File: config.mk
export PLATFORM = sky130hd
export DESIGN_NAME = gsr_dev_flat
export DESIGN_NICKNAME = d
export VERILOG_FILES = /design/src/common/gsr_pkg.sv /design/src/common/gsr_spi_if.sv /design/src/hdl/gsr_sync.sv /design/src/hdl/gsr_dev.sv /design/src/flat_wrapper.sv
export SDC_FILE = /design/constraint.sdc
export NUM_CORES = 1
export LEC_CHECK = 0
export ABC_AREA = 1
export BUFFER_PORTS_ARGS = -buffer_cell sky130_fd_sc_hd__buf_4
export CORE_UTILIZATION = 54
export DETAILED_ROUTE_END_ITERATION = 6
export PLACE_DENSITY = 0.76
export SLEW_MARGIN = 15
export SYNTH_ARGS = -nofsm -noshare
export SYNTH_HDL_FRONTEND = slang
export SYNTH_SLANG_ARGS = --single-unit
File: constraint.sdc
create_clock -name clock -period 1.7 [get_ports clock]
set_input_delay 0.51 -clock clock [delete_from_list [all_inputs] [get_ports clock]]
set_output_delay 0.51 -clock clock [all_outputs]
set_load 0.1 [all_outputs]
File: src/common/gsr_pkg.sv
// Constants and types shared by both ends of the gyro SPI readout link.
// Behaviour
// Sync enabled and hold low stop conversions.
// Conversion restarts at hold input rising edge.
// All self-check inputs high shift rate output.
// Far end keeps self-check inputs low normally.
// Temperature is offset binary, 25 C mid-scale.
// Command register write-only; reserved ranges unused.
// Command byte: bit7 zero, bit6 read, address.
// Rate result 0x08, temperature result 0x0A, read-only.
// Pin control: 0011, bit3 mode, 00, sync bit.
// Pin control bit3 picks all-or-any data-ready.
// Rate setup 0000, enable bit3, then 010.
// Temperature setup has the same layout.
// Both conversion-time registers hold 00000101.
// Resolution: 001000, bit1 selects 24-bit, bit0 zero.
// Traffic in bytes; command byte first.
// Result read MSB first, three or two bytes.
// Result read releases data-ready; busy sample dropped.
// Reserved writes ignored, reserved reads give zero.
// A started read shows one consistent sample.
package gsr_pkg;

  // ****************************************************************
  // Timing
  // ****************************************************************
  localparam int CLK_NS = 40;
  localparam int HALF_NS = 320;
  localparam int HALF_CYC = (HALF_NS + CLK_NS - 1) / CLK_NS;
  localparam int PHASE_NS = 43860;
  localparam int PHASE_CYC = PHASE_NS / CLK_NS;

  // ****************************************************************
  // Device register map and fields
  // ****************************************************************
  localparam logic [5:0] ADR_CTL = 6'h00;
  localparam logic [5:0] ADR_PIN = 6'h01;
  localparam logic [5:0] ADR_RATE = 6'h08;
  localparam logic [5:0] ADR_TEMP = 6'h0A;
  localparam logic [5:0] ADR_GCS = 6'h28;
  localparam logic [5:0] ADR_TCS = 6'h2A;
  localparam logic [5:0] ADR_GCT = 6'h30;
  localparam logic [5:0] ADR_TCT = 6'h32;
  localparam logic [5:0] ADR_RES = 6'h38;
  localparam int CB_ZERO = 7;
  localparam int CB_RD = 6;
  localparam int PIN_ALL = 3;
  localparam int PIN_SYNC = 0;
  localparam int CS_EN = 3;
  localparam int RES_24 = 1;
  localparam logic [7:0] PIN_RST = 8'h30;
  localparam logic [7:0] CS_RST = 8'h02;
  localparam logic [7:0] CT_RST = 8'h05;
  localparam logic [7:0] RES_RST = 8'h22;
  localparam logic [23:0] MID_CODE = 24'h800000;
  localparam logic [23:0] TEST_SHIFT_DEF = 24'h010000;

  // ****************************************************************
  // Controller register map (AXI4-Lite)
  // ****************************************************************
  localparam logic [7:0] A_CMD = 8'h00;
  localparam logic [7:0] A_CFG = 8'h04;
  localparam logic [7:0] A_RXD = 8'h08;
  localparam logic [7:0] A_STAT = 8'h0C;
  localparam logic [7:0] A_MASK = 8'h10;
  localparam int CMD_WB = 8;
  localparam int CMD_NR = 16;
  localparam int STAT_DONE = 0;
  localparam int STAT_RDY = 1;
  localparam int STAT_BUSY = 2;
  localparam logic [2:0] CFG_RST = 3'h1;
  localparam logic [1:0] RESP_OK = 2'h0;
  localparam logic [1:0] RESP_ERR = 2'h2;

  typedef enum logic [1:0] {
    D_IDLE = 2'h0,
    D_CMD = 2'h1,
    D_WDAT = 2'h3,
    D_RDAT = 2'h2
  } gsr_dst_t;

  typedef enum logic [2:0] {
    H_IDLE = 3'h0,
    H_LEAD = 3'h1,
    H_LOW = 3'h3,
    H_HIGH = 3'h2,
    H_TAIL = 3'h6
  } gsr_hst_t;

endpackage : gsr_pkg

File: src/common/gsr_spi_if.sv
// Serial link and side pins between the sensor and its controller.
`timescale 1ns/1ps
interface gsr_spi_if;
  logic sclk;
  logic cs_n;
  logic sdi;
  logic sdo;
  logic rdy_n;
  logic hold_n;
  logic [1:0] self_check_inputs;

  modport dev (
    input sclk, input cs_n, input sdi, output sdo,
    output rdy_n, input hold_n, input self_check_inputs
  );
  modport host (
    output sclk, output cs_n, output sdi, input sdo,
    input rdy_n, output hold_n, output self_check_inputs
  );
endinterface : gsr_spi_if

File: src/hdl/gsr_sync.sv
// Three-stage pin synchroniser with agreement filter.
`timescale 1ns/1ps
module gsr_sync #(
  parameter int W = 1,
  parameter logic [W-1:0] INIT = '0
) (
  input wire logic clock,
  input wire logic rst,
  input wire logic [W-1:0] d,
  output logic [W-1:0] q
);
  logic [W-1:0] s1_ff;
  logic [W-1:0] s2_ff;
  logic [W-1:0] s3_ff;

  // Stage one is read only by stage two, to keep metastability contained.
  always_ff @(posedge clock) begin
    if (rst) begin
      s1_ff <= INIT;
      s2_ff <= INIT;
      s3_ff <= INIT;
    end else begin
      s1_ff <= d;
      s2_ff <= s1_ff;
      s3_ff <= s2_ff;
    end
  end

  // A bit moves only once stages two and three agree.
  for (genvar i = 0; i < W; i++) begin : g_bit
    always_ff @(posedge clock) begin
      if (rst) begin
        q[i] <= INIT[i];
      end else if (s2_ff[i] == s3_ff[i]) begin
        q[i] <= s3_ff[i];
      end
    end
  end
endmodule : gsr_sync

File: src/hdl/gsr_dev.sv
// Sensor end: serial register file, conversions and data-ready pin.
`timescale 1ns/1ps
module gsr_dev
  import gsr_pkg::*;
#(
  parameter int CONV_CYC = PHASE_CYC,
  parameter logic [23:0] TEST_SHIFT = TEST_SHIFT_DEF
) (
  input wire logic clock,
  input wire logic rst,
  gsr_spi_if.dev spi,
  input wire logic [23:0] rate_in,
  input wire logic [23:0] temp_in,
  output logic self_test,
  output logic converting
);

  // ****************************************************************
  // Pin inputs
  // ****************************************************************
  logic [5:0] pins_q;

  gsr_sync #(
    .W(6),
    .INIT(6'h34)
  ) u_sync (
    .clock(clock),
    .rst(rst),
    .d({spi.sclk, spi.cs_n, spi.sdi, spi.hold_n,
        spi.self_check_inputs}),
    .q(pins_q)
  );

  wire sclk_q = pins_q[5];
  wire cs_q = pins_q[4];
  wire sdi_q = pins_q[3];
  wire hold_q = pins_q[2];
  wire [1:0] chk_q = pins_q[1:0];

  // ****************************************************************
  // State
  // ****************************************************************
  gsr_dst_t state_ff;
  logic sclk_d_ff;
  logic [2:0] bit_ff;
  logic [6:0] rxb_ff;
  logic [5:0] adr_ff;
  logic ok_ff;
  logic [23:0] tx_ff;
  logic sdo_ff;
  logic [7:0] pin_ff;
  logic [7:0] gcs_ff;
  logic [7:0] tcs_ff;
  logic [7:0] gct_ff;
  logic [7:0] tct_ff;
  logic [7:0] res_ff;
  logic [23:0] rate_ff;
  logic [23:0] temp_ff;
  logic r_new_ff;
  logic t_new_ff;
  logic [15:0] cnt_ff;
  logic phase_ff;
  logic rdy_n_ff;
  logic st_ff;
  logic conv_ff;

  // ****************************************************************
  // Serial decode
  // ****************************************************************
  // Edges count only inside a frame; a stray clock outside is ignored.
  wire rise = ~cs_q & sclk_q & ~sclk_d_ff;
  wire fall = ~cs_q & ~sclk_q & sclk_d_ff;
  // byte framing
  wire byte_end = rise & (bit_ff == 3'h7);
  wire [7:0] byte_in = {rxb_ff, sdi_q};
  wire cmd_end = byte_end & (state_ff == D_CMD);
  // command byte fields
  wire rd_go = cmd_end & byte_in[CB_RD] & ~byte_in[CB_ZERO];
  wire [5:0] rd_adr = byte_in[5:0];
  wire wr_go = byte_end & (state_ff == D_WDAT) & ok_ff;

  // no stored command register
  // reserved writes dropped
  wire wr_pin = wr_go & (adr_ff == ADR_PIN);
  wire wr_gcs = wr_go & (adr_ff == ADR_GCS);
  wire wr_tcs = wr_go & (adr_ff == ADR_TCS);
  wire wr_gct = wr_go & (adr_ff == ADR_GCT);
  wire wr_tct = wr_go & (adr_ff == ADR_TCT);
  wire wr_res = wr_go & (adr_ff == ADR_RES);

  // reserved reads zero
  wire [7:0] cfg_val =
    (rd_adr == ADR_PIN) ? pin_ff :
    (rd_adr == ADR_GCS) ? gcs_ff :
    (rd_adr == ADR_TCS) ? tcs_ff :
    (rd_adr == ADR_GCT) ? gct_ff :
    (rd_adr == ADR_TCT) ? tct_ff :
    (rd_adr == ADR_RES) ? res_ff : 8'h00;
  // result registers
  wire is_res = (rd_adr == ADR_RATE) || (rd_adr == ADR_TEMP);
  wire [23:0] res_val = (rd_adr == ADR_RATE) ? rate_ff : temp_ff;
  // resolution select
  wire [23:0] res_fmt =
    res_ff[RES_24] ? res_val : {res_val[23:8], 8'h00};
  wire [23:0] rd_val = is_res ? res_fmt : {cfg_val, 16'h0000};
  wire rd_res_go = rd_go & is_res;

  // ****************************************************************
  // Conversion control
  // ****************************************************************
  // sync hold
  wire hold = pin_ff[PIN_SYNC] & ~hold_q;
  wire tick = cnt_ff == 16'(CONV_CYC - 1);
  // busy read blocks update
  wire busy_rd = state_ff == D_RDAT;
  // self-test on all high
  wire st_on = &chk_q;
  wire [23:0] shift = st_on ? TEST_SHIFT : 24'h000000;
  wire [23:0] rate_code = rate_in + MID_CODE + shift;
  // temperature offset binary
  wire [23:0] temp_code = temp_in + MID_CODE;
  // rate channel enable
  wire rate_upd = tick & ~phase_ff & gcs_ff[CS_EN] & ~busy_rd;
  // temperature channel enable
  wire temp_upd = tick & phase_ff & tcs_ff[CS_EN] & ~busy_rd;

  // ****************************************************************
  // Frame sequencing
  // ****************************************************************
  // Chip select high aborts any frame, so a broken transfer never sticks.
  always_ff @(posedge clock) begin
    if (rst || cs_q) begin
      state_ff <= D_IDLE;
    end else begin
      unique case (state_ff)
        D_IDLE: state_ff <= D_CMD;
        D_CMD: begin
          if (cmd_end) begin
            state_ff <= byte_in[CB_RD] ? D_RDAT : D_WDAT;
          end
        end
        D_WDAT: begin
          if (byte_end) begin
            state_ff <= D_CMD;
          end
        end
        D_RDAT: state_ff <= D_RDAT;
      endcase
    end
  end

  // Clock edge history for edge detection on the filtered pin.
  always_ff @(posedge clock) begin
    if (rst) begin
      sclk_d_ff <= 1'b1;
    end else begin
      sclk_d_ff <= sclk_q;
    end
  end

  // Receive shifting, address capture and transmit shifting.
  always_ff @(posedge clock) begin
    if (rst || cs_q) begin
      bit_ff <= 3'h0;
      rxb_ff <= 7'h00;
      adr_ff <= 6'h00;
      ok_ff <= 1'b0;
      tx_ff <= 24'h000000;
      sdo_ff <= 1'b0;
    end else begin
      if (rise) begin
        bit_ff <= bit_ff + 3'h1;
        rxb_ff <= byte_in[6:0];
      end
      if (cmd_end) begin
        adr_ff <= byte_in[5:0];
        ok_ff <= ~byte_in[CB_ZERO];
      end
      // one-shot result snapshot
      if (rd_go) begin
        tx_ff <= rd_val;
      // MSB first out
      end else if (fall && busy_rd) begin
        sdo_ff <= tx_ff[23];
        tx_ff <= {tx_ff[22:0], 1'b0};
      end
    end
  end

  // ****************************************************************
  // Configuration registers
  // ****************************************************************
  // pin control store
  // conversion-time store
  always_ff @(posedge clock) begin
    if (rst) begin
      pin_ff <= PIN_RST;
      gcs_ff <= CS_RST;
      tcs_ff <= CS_RST;
      gct_ff <= CT_RST;
      tct_ff <= CT_RST;
      res_ff <= RES_RST;
    end else begin
      if (wr_pin) pin_ff <= byte_in;
      if (wr_gcs) gcs_ff <= byte_in;
      if (wr_tcs) tcs_ff <= byte_in;
      if (wr_gct) gct_ff <= byte_in;
      if (wr_tct) tct_ff <= byte_in;
      if (wr_res) res_ff <= byte_in;
    end
  end

  // ****************************************************************
  // Conversions and results
  // ****************************************************************
  // restart at hold release
  always_ff @(posedge clock) begin
    if (rst || hold) begin
      cnt_ff <= 16'h0000;
      phase_ff <= 1'b0;
    end else if (tick) begin
      cnt_ff <= 16'h0000;
      phase_ff <= ~phase_ff;
    end else begin
      cnt_ff <= cnt_ff + 16'h0001;
    end
  end

  // A new sample beats a read in the same cycle, so it is never lost.
  always_ff @(posedge clock) begin
    if (rst) begin
      rate_ff <= MID_CODE;
      temp_ff <= MID_CODE;
      r_new_ff <= 1'b0;
      t_new_ff <= 1'b0;
    end else begin
      if (rate_upd) rate_ff <= rate_code;
      if (temp_upd) temp_ff <= temp_code;
      // read releases data-ready
      r_new_ff <= rate_upd | (r_new_ff & ~rd_res_go);
      t_new_ff <= temp_upd | (t_new_ff & ~rd_res_go);
    end
  end

  // all-or-any data-ready
  always_ff @(posedge clock) begin
    if (rst) begin
      rdy_n_ff <= 1'b1;
      st_ff <= 1'b0;
      conv_ff <= 1'b0;
    end else begin
      rdy_n_ff <= pin_ff[PIN_ALL] ? ~(r_new_ff & t_new_ff)
                                  : ~(r_new_ff | t_new_ff);
      st_ff <= st_on;
      conv_ff <= ~hold;
    end
  end

  assign spi.sdo = sdo_ff;
  assign spi.rdy_n = rdy_n_ff;
  assign self_test = st_ff;
  assign converting = conv_ff;

endmodule : gsr_dev

File: src/flat_wrapper.sv
// flat-port wrapper written by rule: the top's interface ports become plain ports
module gsr_dev_flat import gsr_pkg::*;
#(
  parameter int CONV_CYC = PHASE_CYC,
  parameter logic [23:0] TEST_SHIFT = TEST_SHIFT_DEF
)
  (clock, rst, rate_in, temp_in, self_test, converting, spi_sclk, spi_cs_n, spi_sdi, spi_sdo, spi_rdy_n, spi_hold_n, spi_self_check_inputs);
  gsr_spi_if spi_i ();
  input wire logic clock;
  input wire logic rst;
  input wire logic [23:0] rate_in;
  input wire logic [23:0] temp_in;
  output logic self_test;
  output logic converting;
  input wire logic [$bits(spi_i.sclk)-1:0] spi_sclk;
  input wire logic [$bits(spi_i.cs_n)-1:0] spi_cs_n;
  input wire logic [$bits(spi_i.sdi)-1:0] spi_sdi;
  output wire logic [$bits(spi_i.sdo)-1:0] spi_sdo;
  output wire logic [$bits(spi_i.rdy_n)-1:0] spi_rdy_n;
  input wire logic [$bits(spi_i.hold_n)-1:0] spi_hold_n;
  input wire logic [$bits(spi_i.self_check_inputs)-1:0] spi_self_check_inputs;
  assign spi_i.sclk = spi_sclk;
  assign spi_i.cs_n = spi_cs_n;
  assign spi_i.sdi = spi_sdi;
  assign spi_sdo = spi_i.sdo;
  assign spi_rdy_n = spi_i.rdy_n;
  assign spi_i.hold_n = spi_hold_n;
  assign spi_i.self_check_inputs = spi_self_check_inputs;
  gsr_dev #(.CONV_CYC(CONV_CYC), .TEST_SHIFT(TEST_SHIFT)) u_core (.clock(clock), .rst(rst), .spi(spi_i), .rate_in(rate_in), .temp_in(temp_in), .self_test(self_test), .converting(converting));
endmodule
* Yosys cells after proc, flatten, opt, wreduce, memory -nomap -nowiden
Index checks and enable logic that the tools add are counted.
Operators by class: add/sub/neg operators 5, eq/ne operators 27, multiplexer cells 17, bitwise operators 42, reduce and logical (&&, ||, !) cells 10
Operator list (number):
- 24-bit 2-to-1 mux | 4
- 6-bit equality test (second input constant) | 10
- 8-bit 2-to-1 mux | 7
- 24-bit adder (second input constant) | 2
- 1-bit bitwise AND | 27
- 24-bit adder | 1
- 17-bit 2-to-1 mux | 1
- 16-bit by 1-bit adder with 16-bit output (second input constant) | 1
- 16-bit by 11-bit equality test with 1-bit output (second input constant) | 1
- 6-bit by 1-bit equality test with 1-bit output (second input constant) | 2
- 6-bit by 4-bit equality test with 1-bit output (second input constant) | 2
- 1-bit NOT | 12
- 2-bit one-hot mux with 4 select lines | 1
- 1-bit equality test | 6
- 2-bit AND reduction | 3
- 2-bit equality test (second input constant) | 2
- 2-bit 2-to-1 mux | 2
- 2-bit by 1-bit inequality test with 1-bit output (second input constant) | 2
- 3-bit by 1-bit adder with 3-bit output (second input constant) | 1
- 3-bit equality test (second input constant) | 1
- 1-bit logical OR | 3
- 1-bit OR | 3
- 2-bit by 1-bit equality test with 1-bit output (second input constant) | 1
- 2-bit zero test | 1
- other kinds (4) | 5
Storage, ports and cells: flip-flop bits (word level) 187, input bits 56, output and inout bits 4, word-level logic and storage cells 133

* Depth between registers and ports, before layout
Gate-level depths: netlist (run 1).
depth in word-level cells 11, depth in mapped cells 11, mapped depth without buffers 11

* Modules after synthesis
From an unflattened synthesis (run 1), not the netlist that was laid out.
Second synthesis, totals: cells, all modules 1102, area, all modules 7956.4 µm²
Modules (own cells, without submodules):
- gsr_dev | times used 1, cells an instance 1015, area an instance 7203.2 µm², sequential area each 3263.1 µm²
- gsr_sync | times used 1, cells an instance 87, area an instance 753.2 µm², sequential area each 480.5 µm²

* Least setup slack after synthesis (run 1)
Ideal clock, no wire load.
kind register -> register, start reg u_core.cnt_ff[0], end reg u_core.t_new_ff, setup time 133 ps, arrival time 1531 ps, required time 1567 ps, path slack 37 ps, cell stages (with the launch flop) 11, buffers on the path 2, period minus slack after synthesis 1663 ps, path through dfxtp_1 ha_1 nand2_1 inv_2 nand3_1 nor2_1 and2_2 nand4_2 clkbuf_1 buf_2 a21oi_1
On the way: word-level cells in the longest chain between the ends 5
Ends and longest elaborated chain:
- start: declaration | line gsr_dev.sv:61 | logic [15:0] cnt_ff;
- start signal: assignment | line gsr_dev.sv:225 | cnt_ff <= cnt_ff + 16'h0001;
- 16-bit by 11-bit equality test with 1-bit output | line gsr_dev.sv:113 | wire tick = cnt_ff == 16'(CONV_CYC - 1);
- 1-bit bitwise AND (3 in series) | line gsr_dev.sv:125 | wire temp_upd = tick & phase_ff & tcs_ff[CS_EN] & ~busy_rd;
- 1-bit OR | line gsr_dev.sv:241 | t_new_ff <= temp_upd | (t_new_ff & ~rd_res_go);
- end signal: assignment | line gsr_dev.sv:241
- end: declaration | line gsr_dev.sv:60 | logic t_new_ff;
Every way passes these cells. A chain may end at the register's enable or synchronous reset.

* Worst setup path after layout (run 1)
start reg u_core.sclk_d_ff, end reg u_core.tx_ff[0]
On the way: word-level cells in the longest chain between the ends 7, elaborated cells on any way between the ends 10, those cells by class mux: 1; bitwise: 7; reduce/logical: 2
Ends and longest elaborated chain:
- start: declaration | line gsr_dev.sv:44 | logic sclk_d_ff;
- start signal: assignment | line gsr_dev.sv:157 | sclk_d_ff <= sclk_q;
- 1-bit NOT | line gsr_dev.sv:71 | wire rise = ~cs_q & sclk_q & ~sclk_d_ff;
- 1-bit bitwise AND | line gsr_dev.sv:71
- 1-bit bitwise AND | line gsr_dev.sv:74 | wire byte_end = rise & (bit_ff == 3'h7);
- 1-bit bitwise AND | line gsr_dev.sv:76 | wire cmd_end = byte_end & (state_ff == D_CMD);
- 1-bit bitwise AND (2 in series) | line gsr_dev.sv:78 | wire rd_go = cmd_end & byte_in[CB_RD] & ~byte_in[CB_ZERO];
- 24-bit 2-to-1 mux / 2-bit nonzero test (equally long branches)
- end signal: assignment | line gsr_dev.sv:181 | tx_ff <= rd_val;
- end signal: assignment | line gsr_dev.sv:185 | tx_ff <= {tx_ff[22:0], 1'b0};
- end: declaration | line gsr_dev.sv:49 | logic [23:0] tx_ff;
Several ways; a longest one is shown, not always the timed one.

==> flow_metrics.tcl, run 1 <==
set metrics [dict create \
    status "complete, but fails checks" \
    violations "setup timing" \
    max-slew-margin-rel_pct 64.0 \
    path_cells "inv_2 > nand2_4 > nor2_4 > nand2_4 > nor2_4 > nand3_4 > nor2_8 > inv_4 > nor2_8 > nand2_2 > a21oi_2" \
    cp.arrival_ns 2.11 \
    routabilityCongestion 0.881 \
    crit_buf_inv 2 \
    antenna_found_initial 0 \
    clockBufferDepth 2 \
    dp_cells 1297 \
    cts_buffers 17 \
    cp-start-kind "register" \
    routed_wl_mm 20.2 \
    drtIter0Drc 573 \
    fin_worst_skew_ns 0.00681 \
    nets 1212 \
    path_max_fanout 8 \
    drv_slew 0 \
    fin_ws_ns -0.0381 \
    drc_errors 0 \
    clkLatencyLatePin_ns 0.44 \
    min_period_over_period_pct 102 \
    final_cells 1341 \
    busiest_layer "met2" \
    cp_slowest_cell "dfxtp_2" \
    antenna-diode-count 0 \
    fill_cells 1124 \
    tightest_slew_ns 0.540 \
    core-area_um2 14100 \
    hold_depth 2 \
    grt_pass1_vias 6456 \
    synth_edf_count 0 \
    wl_per_cell_um 15.0 \
    top_level_ports 60 \
    worstPathRequired_ns 2.07 \
    dieWidth_um 123 \
    power_density_nw_per_um2 863 \
    vias 7307 \
    syn2layout_area_growth_pct 24.4 \
    finalHoldViolCount 0 \
    r2r_cells 11 \
    syn_area_um2 7950 \
    synth-seq-cells 187 \
    yosys_warnings 0 \
    cts-root-buf "clkbuf_16" \
    vias_per_cell 5.45 \
    grt_util_met1_pct 37.1 \
    tns_ns -0.123 \
    cts.sinks 187 \
    grt.met2_usage_pct 41.7 \
    overflow 0 \
    ys_seq_area_share_pct 47.1 \
    leakagePower_uw 0.00392 \
    ctsHoldBuffers 0 \
    h-tree-depth 4 \
    timing.fmax_ghz 0.575 \
    min_period_ns 1.74 \
    crit_type "register to register" \
    synthDistinctLibCells 39 \
    track_usage_pct 26.8 \
    drv_cap 0 \
    start_util_pct 56.4 \
    path_depth 11 \
    cpPeakStageDelay_ns 0.33 \
    critPathTopFamily "simple AND/OR/NAND/NOR gates" \
    die_h_um 123 \
    grt_max_degree 76 \
    grtUsageMet3_pct 5.17 \
    synthFlopType "dfxtp_1" \
    rows 43 \
    clk_pin_slew_worst_paths_ns 0.07 \
    io_buffers 59 \
    drive_gt1_share_pct 21.7 \
    cts_tree "built" \
    hold-worst-slack_ns 0.249 \
    dieArea_um2 15200 \
    ant_nets 0 \
    async_flop_share_pct 0 \
    dr.pass1.iters 5 \
    final_cell_mix "dfxtp_1 (178), inv_1 (149), nand2_1 (131), buf_4 (116), a21oi_1 (112)" \
    finalPower_uw 8530 \
    syn_nets 1117 \
    dp_hpwl_mm 13.5 \
    final_common_cell "dfxtp_1" \
    rsz0062_at_grt "yes" \
    critPathCaptureType "register" \
    grt_first_pass_wirelength_mm 31.4 \
    setup_viol 6 \
    min_path_type "primary input to register" \
    netlist_instances 1053 \
    ir_worst_vdd_mv 0.840 \
    avgSynthCellArea_um2 7.55 \
]
## worst reg2reg max path, delay by kind of cell, from the launching register on
kind	cells	cell delay, ns
DFF	1	0.33
AOI/OAI and AO/OA	1	0.13
and+or+nand+nor	8	1.10
buffers and inverters	2	0.12
## power by group
group,internal [uW],leakage (uW),switching [uW]
Combinational,147,0.00213,139
Sequential,4400,0.00151,15.2
Clock,1970,0.000269,1860
Total,6520,0.00392,2010
## metrics by stage
| step | cell area, um2 | setup WS [ns] | utilization [%] |
|---|---|---|---|
| floorplan | 7950 | 0.0367 | - |
| global placement | 8910 | 0.0520 | 63.2 |
| detailed placement | 8910 | 0.00818 | 63.2 |
| CTS | 9530 | -0.00365 | 67.6 |
| global route | 9890 | -0.148 | 70.1 |
| finish | 9890 | -0.0381 | 70.1 |
## layout make-up
| class | count | area, um2 | area share, % |
|---|---|---|---|
| flip-flops and latches | 187 | 3760 | 38.0 |
| multi-input cells | 655 | 3610 | 36.5 |
| repair buffers | 129 | 1110 | 11.3 |
| inverters | 157 | 599 | 6.06 |
| clock buffers | 18 | 439 | 4.44 |
| well taps | 180 | 225 | 2.28 |
| clock inverters | 14 | 130 | 1.32 |
| repair inverters | 1 | 7.51 | 0.0759 |
## worst paths after layout
| path | from | end | slack, ns |
|---|---|---|---|
| worst min-delay path | spi_cs_n | u_core.u_sync.s1_ff[4] | 0.25 |
| worst max register to register | u_core.sclk_d_ff | u_core.tx_ff[0] | -0.04 |
| worst max-delay path | u_core.sclk_d_ff | u_core.tx_ff[0] | -0.04 |
| worst min register to register | u_core.u_sync.s1_ff[3] | u_core.u_sync.s2_ff[3] | 0.40 |
## per-layer routing
metal,routed length [um],vias to the layer above
li1,-,3677
met1,9490,3363
met2,9170,225
met3,1030,42
met4,478,0
met5,0,-
## registers in the layout, indices dropped and copies added (netlist names), 7 cells and up
signal / flops
u_core.rate_ff: 24
u_core.temp_ff: 24
u_core.tx_ff: 24
u_core.cnt_ff: 16
u_core.gcs_ff: 8
u_core.gct_ff: 8
u_core.pin_ff: 8
u_core.res_ff: 8
u_core.tcs_ff: 8
u_core.tct_ff: 8
u_core.rxb_ff: 7
## synth_stat cells, types with 6 or more instances
library cell | count | area share [%]
dfxtp_1 | 187 | 47
a21oi_1 | 119 | 7.5
nor3_1 | 11 | 0.69
buf_2 | 11 | 0.69
a22oi_1 | 6 | 0.57
ha_1 | 8 | 1.3
or2_2 | 11 | 0.87
clkbuf_1 | 41 | 1.9
nand3_1 | 42 | 2.6
o21ai_0 | 129 | 8.1
nand4_1 | 33 | 2.6
o211ai_1 | 14 | 1.3
nor2_1 | 83 | 3.9
inv_1 | 150 | 7.1
a211oi_1 | 25 | 2.4
nand2_1 | 138 | 6.5
## cells by family (layout without fill, tap and decap cells)
family | after synthesis | in the layout | synth area share (%)
AND/OR/NAND/NOR | 341 | 341 | 20.3
AO/OA/AOI/OAI | 300 | 300 | 20.4
buffers and inverters | 211 | 319 | 10.3
flip-flops | 187 | 187 | 47.1
adder cells (fa/ha/maj) | 8 | 8 | 1.26
XOR/XNOR | 6 | 6 | 0.661
## what timing repair did
action,4_1_cts,5_1_grt
pin swaps,0,14
setup buffers,0,7
setup endpoints to repair,5,118
resized for setup,6,97
cloned,1,4
No activity file was read; power rests on OpenSTA's default activity.
==> run 2: changes to the inputs <==
CORE_UTILIZATION = 60   (was 54)
PLACE_DENSITY = 0.8   (was 0.76)
clock period = 1.8 ns   (was 1.7 ns; I/O delays follow)
==> run 2 against run 1 <==
The flow now finishes without violations. Sequential share of layout area grew 0.95 points. Highest routed layer unchanged. Clock power grew 1%. Largest cell class unchanged. Core utilization grew 5.2 points.
==> flow_metrics.tcl, run 2 (synthesis gave the netlist of run 1 again) <==
set metrics [dict create \
    dieArea_um2 13700 \
    io_buffers 59 \
    rsz0062_at_grt "yes" \
    cpPeakStageDelay_ns 0.36 \
    timing.rr.start "u_core.cnt_ff[1]" \
    drv_cap 0 \
    core-area_um2 12800 \
    final_util_pct 75.3 \
    h-tree-depth 4 \
    vias_per_cell 5.52 \
    min_period_over_period_pct 99.0 \
    critPathCaptureType "register" \
    drv_slew 0 \
    min_path_type "primary input to register" \
    start_util_pct 62.2 \
    overflow 0 \
    cts_buffers 17 \
    tightest_slew_ns 0.488 \
    max-slew-margin-rel_pct 67.4 \
    final_common_cell "dfxtp_1" \
    endpoint "u_core.temp_ff[13]" \
    cts.sinks 187 \
    cts_tree "built" \
    reg2reg_to "u_core.temp_ff[13]" \
    grt_max_degree 76 \
    final_cell_mix "dfxtp_1 (181), inv_1 (149), nand2_1 (135), a21oi_1 (119), o21ai_0 (108)" \
    power_density_nw_per_um2 862 \
    timing.reg2reg.setup_slack_ns 0.02 \
    die_h_um 117 \
    ant_nets 0 \
    drive_gt1_share_pct 17.1 \
    timing.fmax_ghz 0.561 \
    dp_cells 1279 \
    ir_worst_vdd_mv 1.02 \
    routabilityCongestion 0.883 \
    track_usage_pct 28.4 \
    cp-start-kind "register" \
    cp.arrival_ns 2.11 \
    cp_slowest_cell "dfxtp_2" \
    syn2layout_area_growth_pct 21.1 \
    path_cells "ha_4 > nand2_2 > inv_2 > nand3_1 > nor2_1 > and2_4 > nand4_4 > buf_6 > o21ai_0 > a21oi_1" \
    clk_pin_slew_worst_paths_ns 0.07 \
    finalHoldViolCount 0 \
    path_max_fanout 6 \
    fin_worst_skew_ns 0.0118 \
    status "finished, final reports clean" \
    min_period_ns 1.78 \
    vias 7292 \
    wl_per_cell_um 15.1 \
    routed_wl_mm 19.9 \
    grt_first_pass_wirelength_mm 29.8 \
    hold-worst-slack_ns 0.292 \
    rows 41 \
    reg_top3 "u_core.rate_ff (24), u_core.temp_ff (24), u_core.tx_ff (24)" \
    clkLatencyLatePin_ns 0.43 \
    top_level_ports 60 \
    final_cells 1320 \
    setup_viol 0 \
    nets 1199 \
    antenna_found_initial 0 \
    dr.pass1.iters 6 \
    dieWidth_um 117 \
    antenna-diode-count 0 \
    fill_cells 953 \
    cts-root-buf "clkbuf_16" \
    crit_type "register to register" \
    r2r_cells 10 \
    ctsHoldBuffers 0 \
    grt_pass1_vias 6074 \
    worstSetupStartpoint "u_core.cnt_ff[1]" \
    dp_hpwl_mm 13.1 \
    clockBufferDepth 2 \
    drtIter0Drc 874 \
    leakagePower_uw 0.00385 \
    worstPathRequired_ns 2.12 \
    drc_errors 0 \
]
## run 2: cell count changes in the layout (fill, tap and decap cells not counted), moves of 5 or more
cell | previous run | this run
a21oi_1 | 112 | 119
a21oi_2 | 7 | 0
buf_4 | 116 | 103
inv_8 | 5 | 0
o21ai_0 | 101 | 108
o21ai_1 | 10 | 19
o21ai_2 | 18 | 3
## run 2: layout make-up
cell class                 instances  area (um2)  area share, %
multi-input combinational        655        3440           35.7
clock buffer                      19         433           4.50
sequential                       187        3750           39.0
timing repair buffer             117        1020           10.6
inverter                         157         592           6.15
clock inverter                    13         175           1.82
tap                              172         215           2.24
## run 2: worst max-delay path: cells and delay by family, from the launching register on
kind / cells / cell delay, ns
fa+ha+maj: 1 / 0.14
flops: 1 / 0.36
simple gates: 5 / 0.60
buf+inv: 2 / 0.29
compound gates: 2 / 0.28
## run 2: repair_timing
action | in CTS | in global routing
pin swaps | 0 | 4
setup buffers | 0 | 3
resized for setup | 1 | 43
gates cloned | 0 | 6
endpoints found under the setup margin | 1 | 65
## run 2: through the flow
step	TNS (ns)	total power, uW	area [um2]	setup slack (ns)
detailed placement	0	4500	8820	0.0390
global route	-0.287	8540	9620	-0.0824
finish	0	8300	9620	0.0176
CTS	0	8300	9430	0.00134
global placement	0	4500	8820	0.0193
floorplan	0	4360	7950	0.137
## run 2: report_power, final
part | leakage, uW | total (uW) | internal (uW) | switching [uW]
registers | 0.00151 | 4170 | 4160 | 13.3
logic | 0.00205 | 247 | 126 | 121
clock network | 0.000289 | 3880 | 2310 | 1570
## run 2: worst min path at each step
stage | from | end | slack [ns] | cells after the start
2_1_floorplan | u_core.u_sync.s1_ff[0] | u_core.u_sync.s2_ff[0] | 0.39 | 2
3_3_place_gp | u_core.u_sync.s1_ff[1] | u_core.u_sync.s2_ff[1] | 0.39 | 2
3_5_place_dp | u_core.u_sync.s1_ff[2] | u_core.u_sync.s2_ff[2] | 0.40 | 1
4_1_cts | spi_cs_n | u_core.u_sync.s1_ff[4] | 0.29 | 2
5_1_grt | spi_sclk | u_core.u_sync.s1_ff[5] | 0.28 | 2
6_report | spi_cs_n | u_core.u_sync.s1_ff[4] | 0.29 | 2
## run 2: metal layers
layer,vias up,GRT usage (%),routed length [um]
li1,3648,-,-
met1,3360,39.9,9240
met2,248,43.2,9090
met5,-,0,0
met3,36,7.05,1210
met4,0,8.69,393
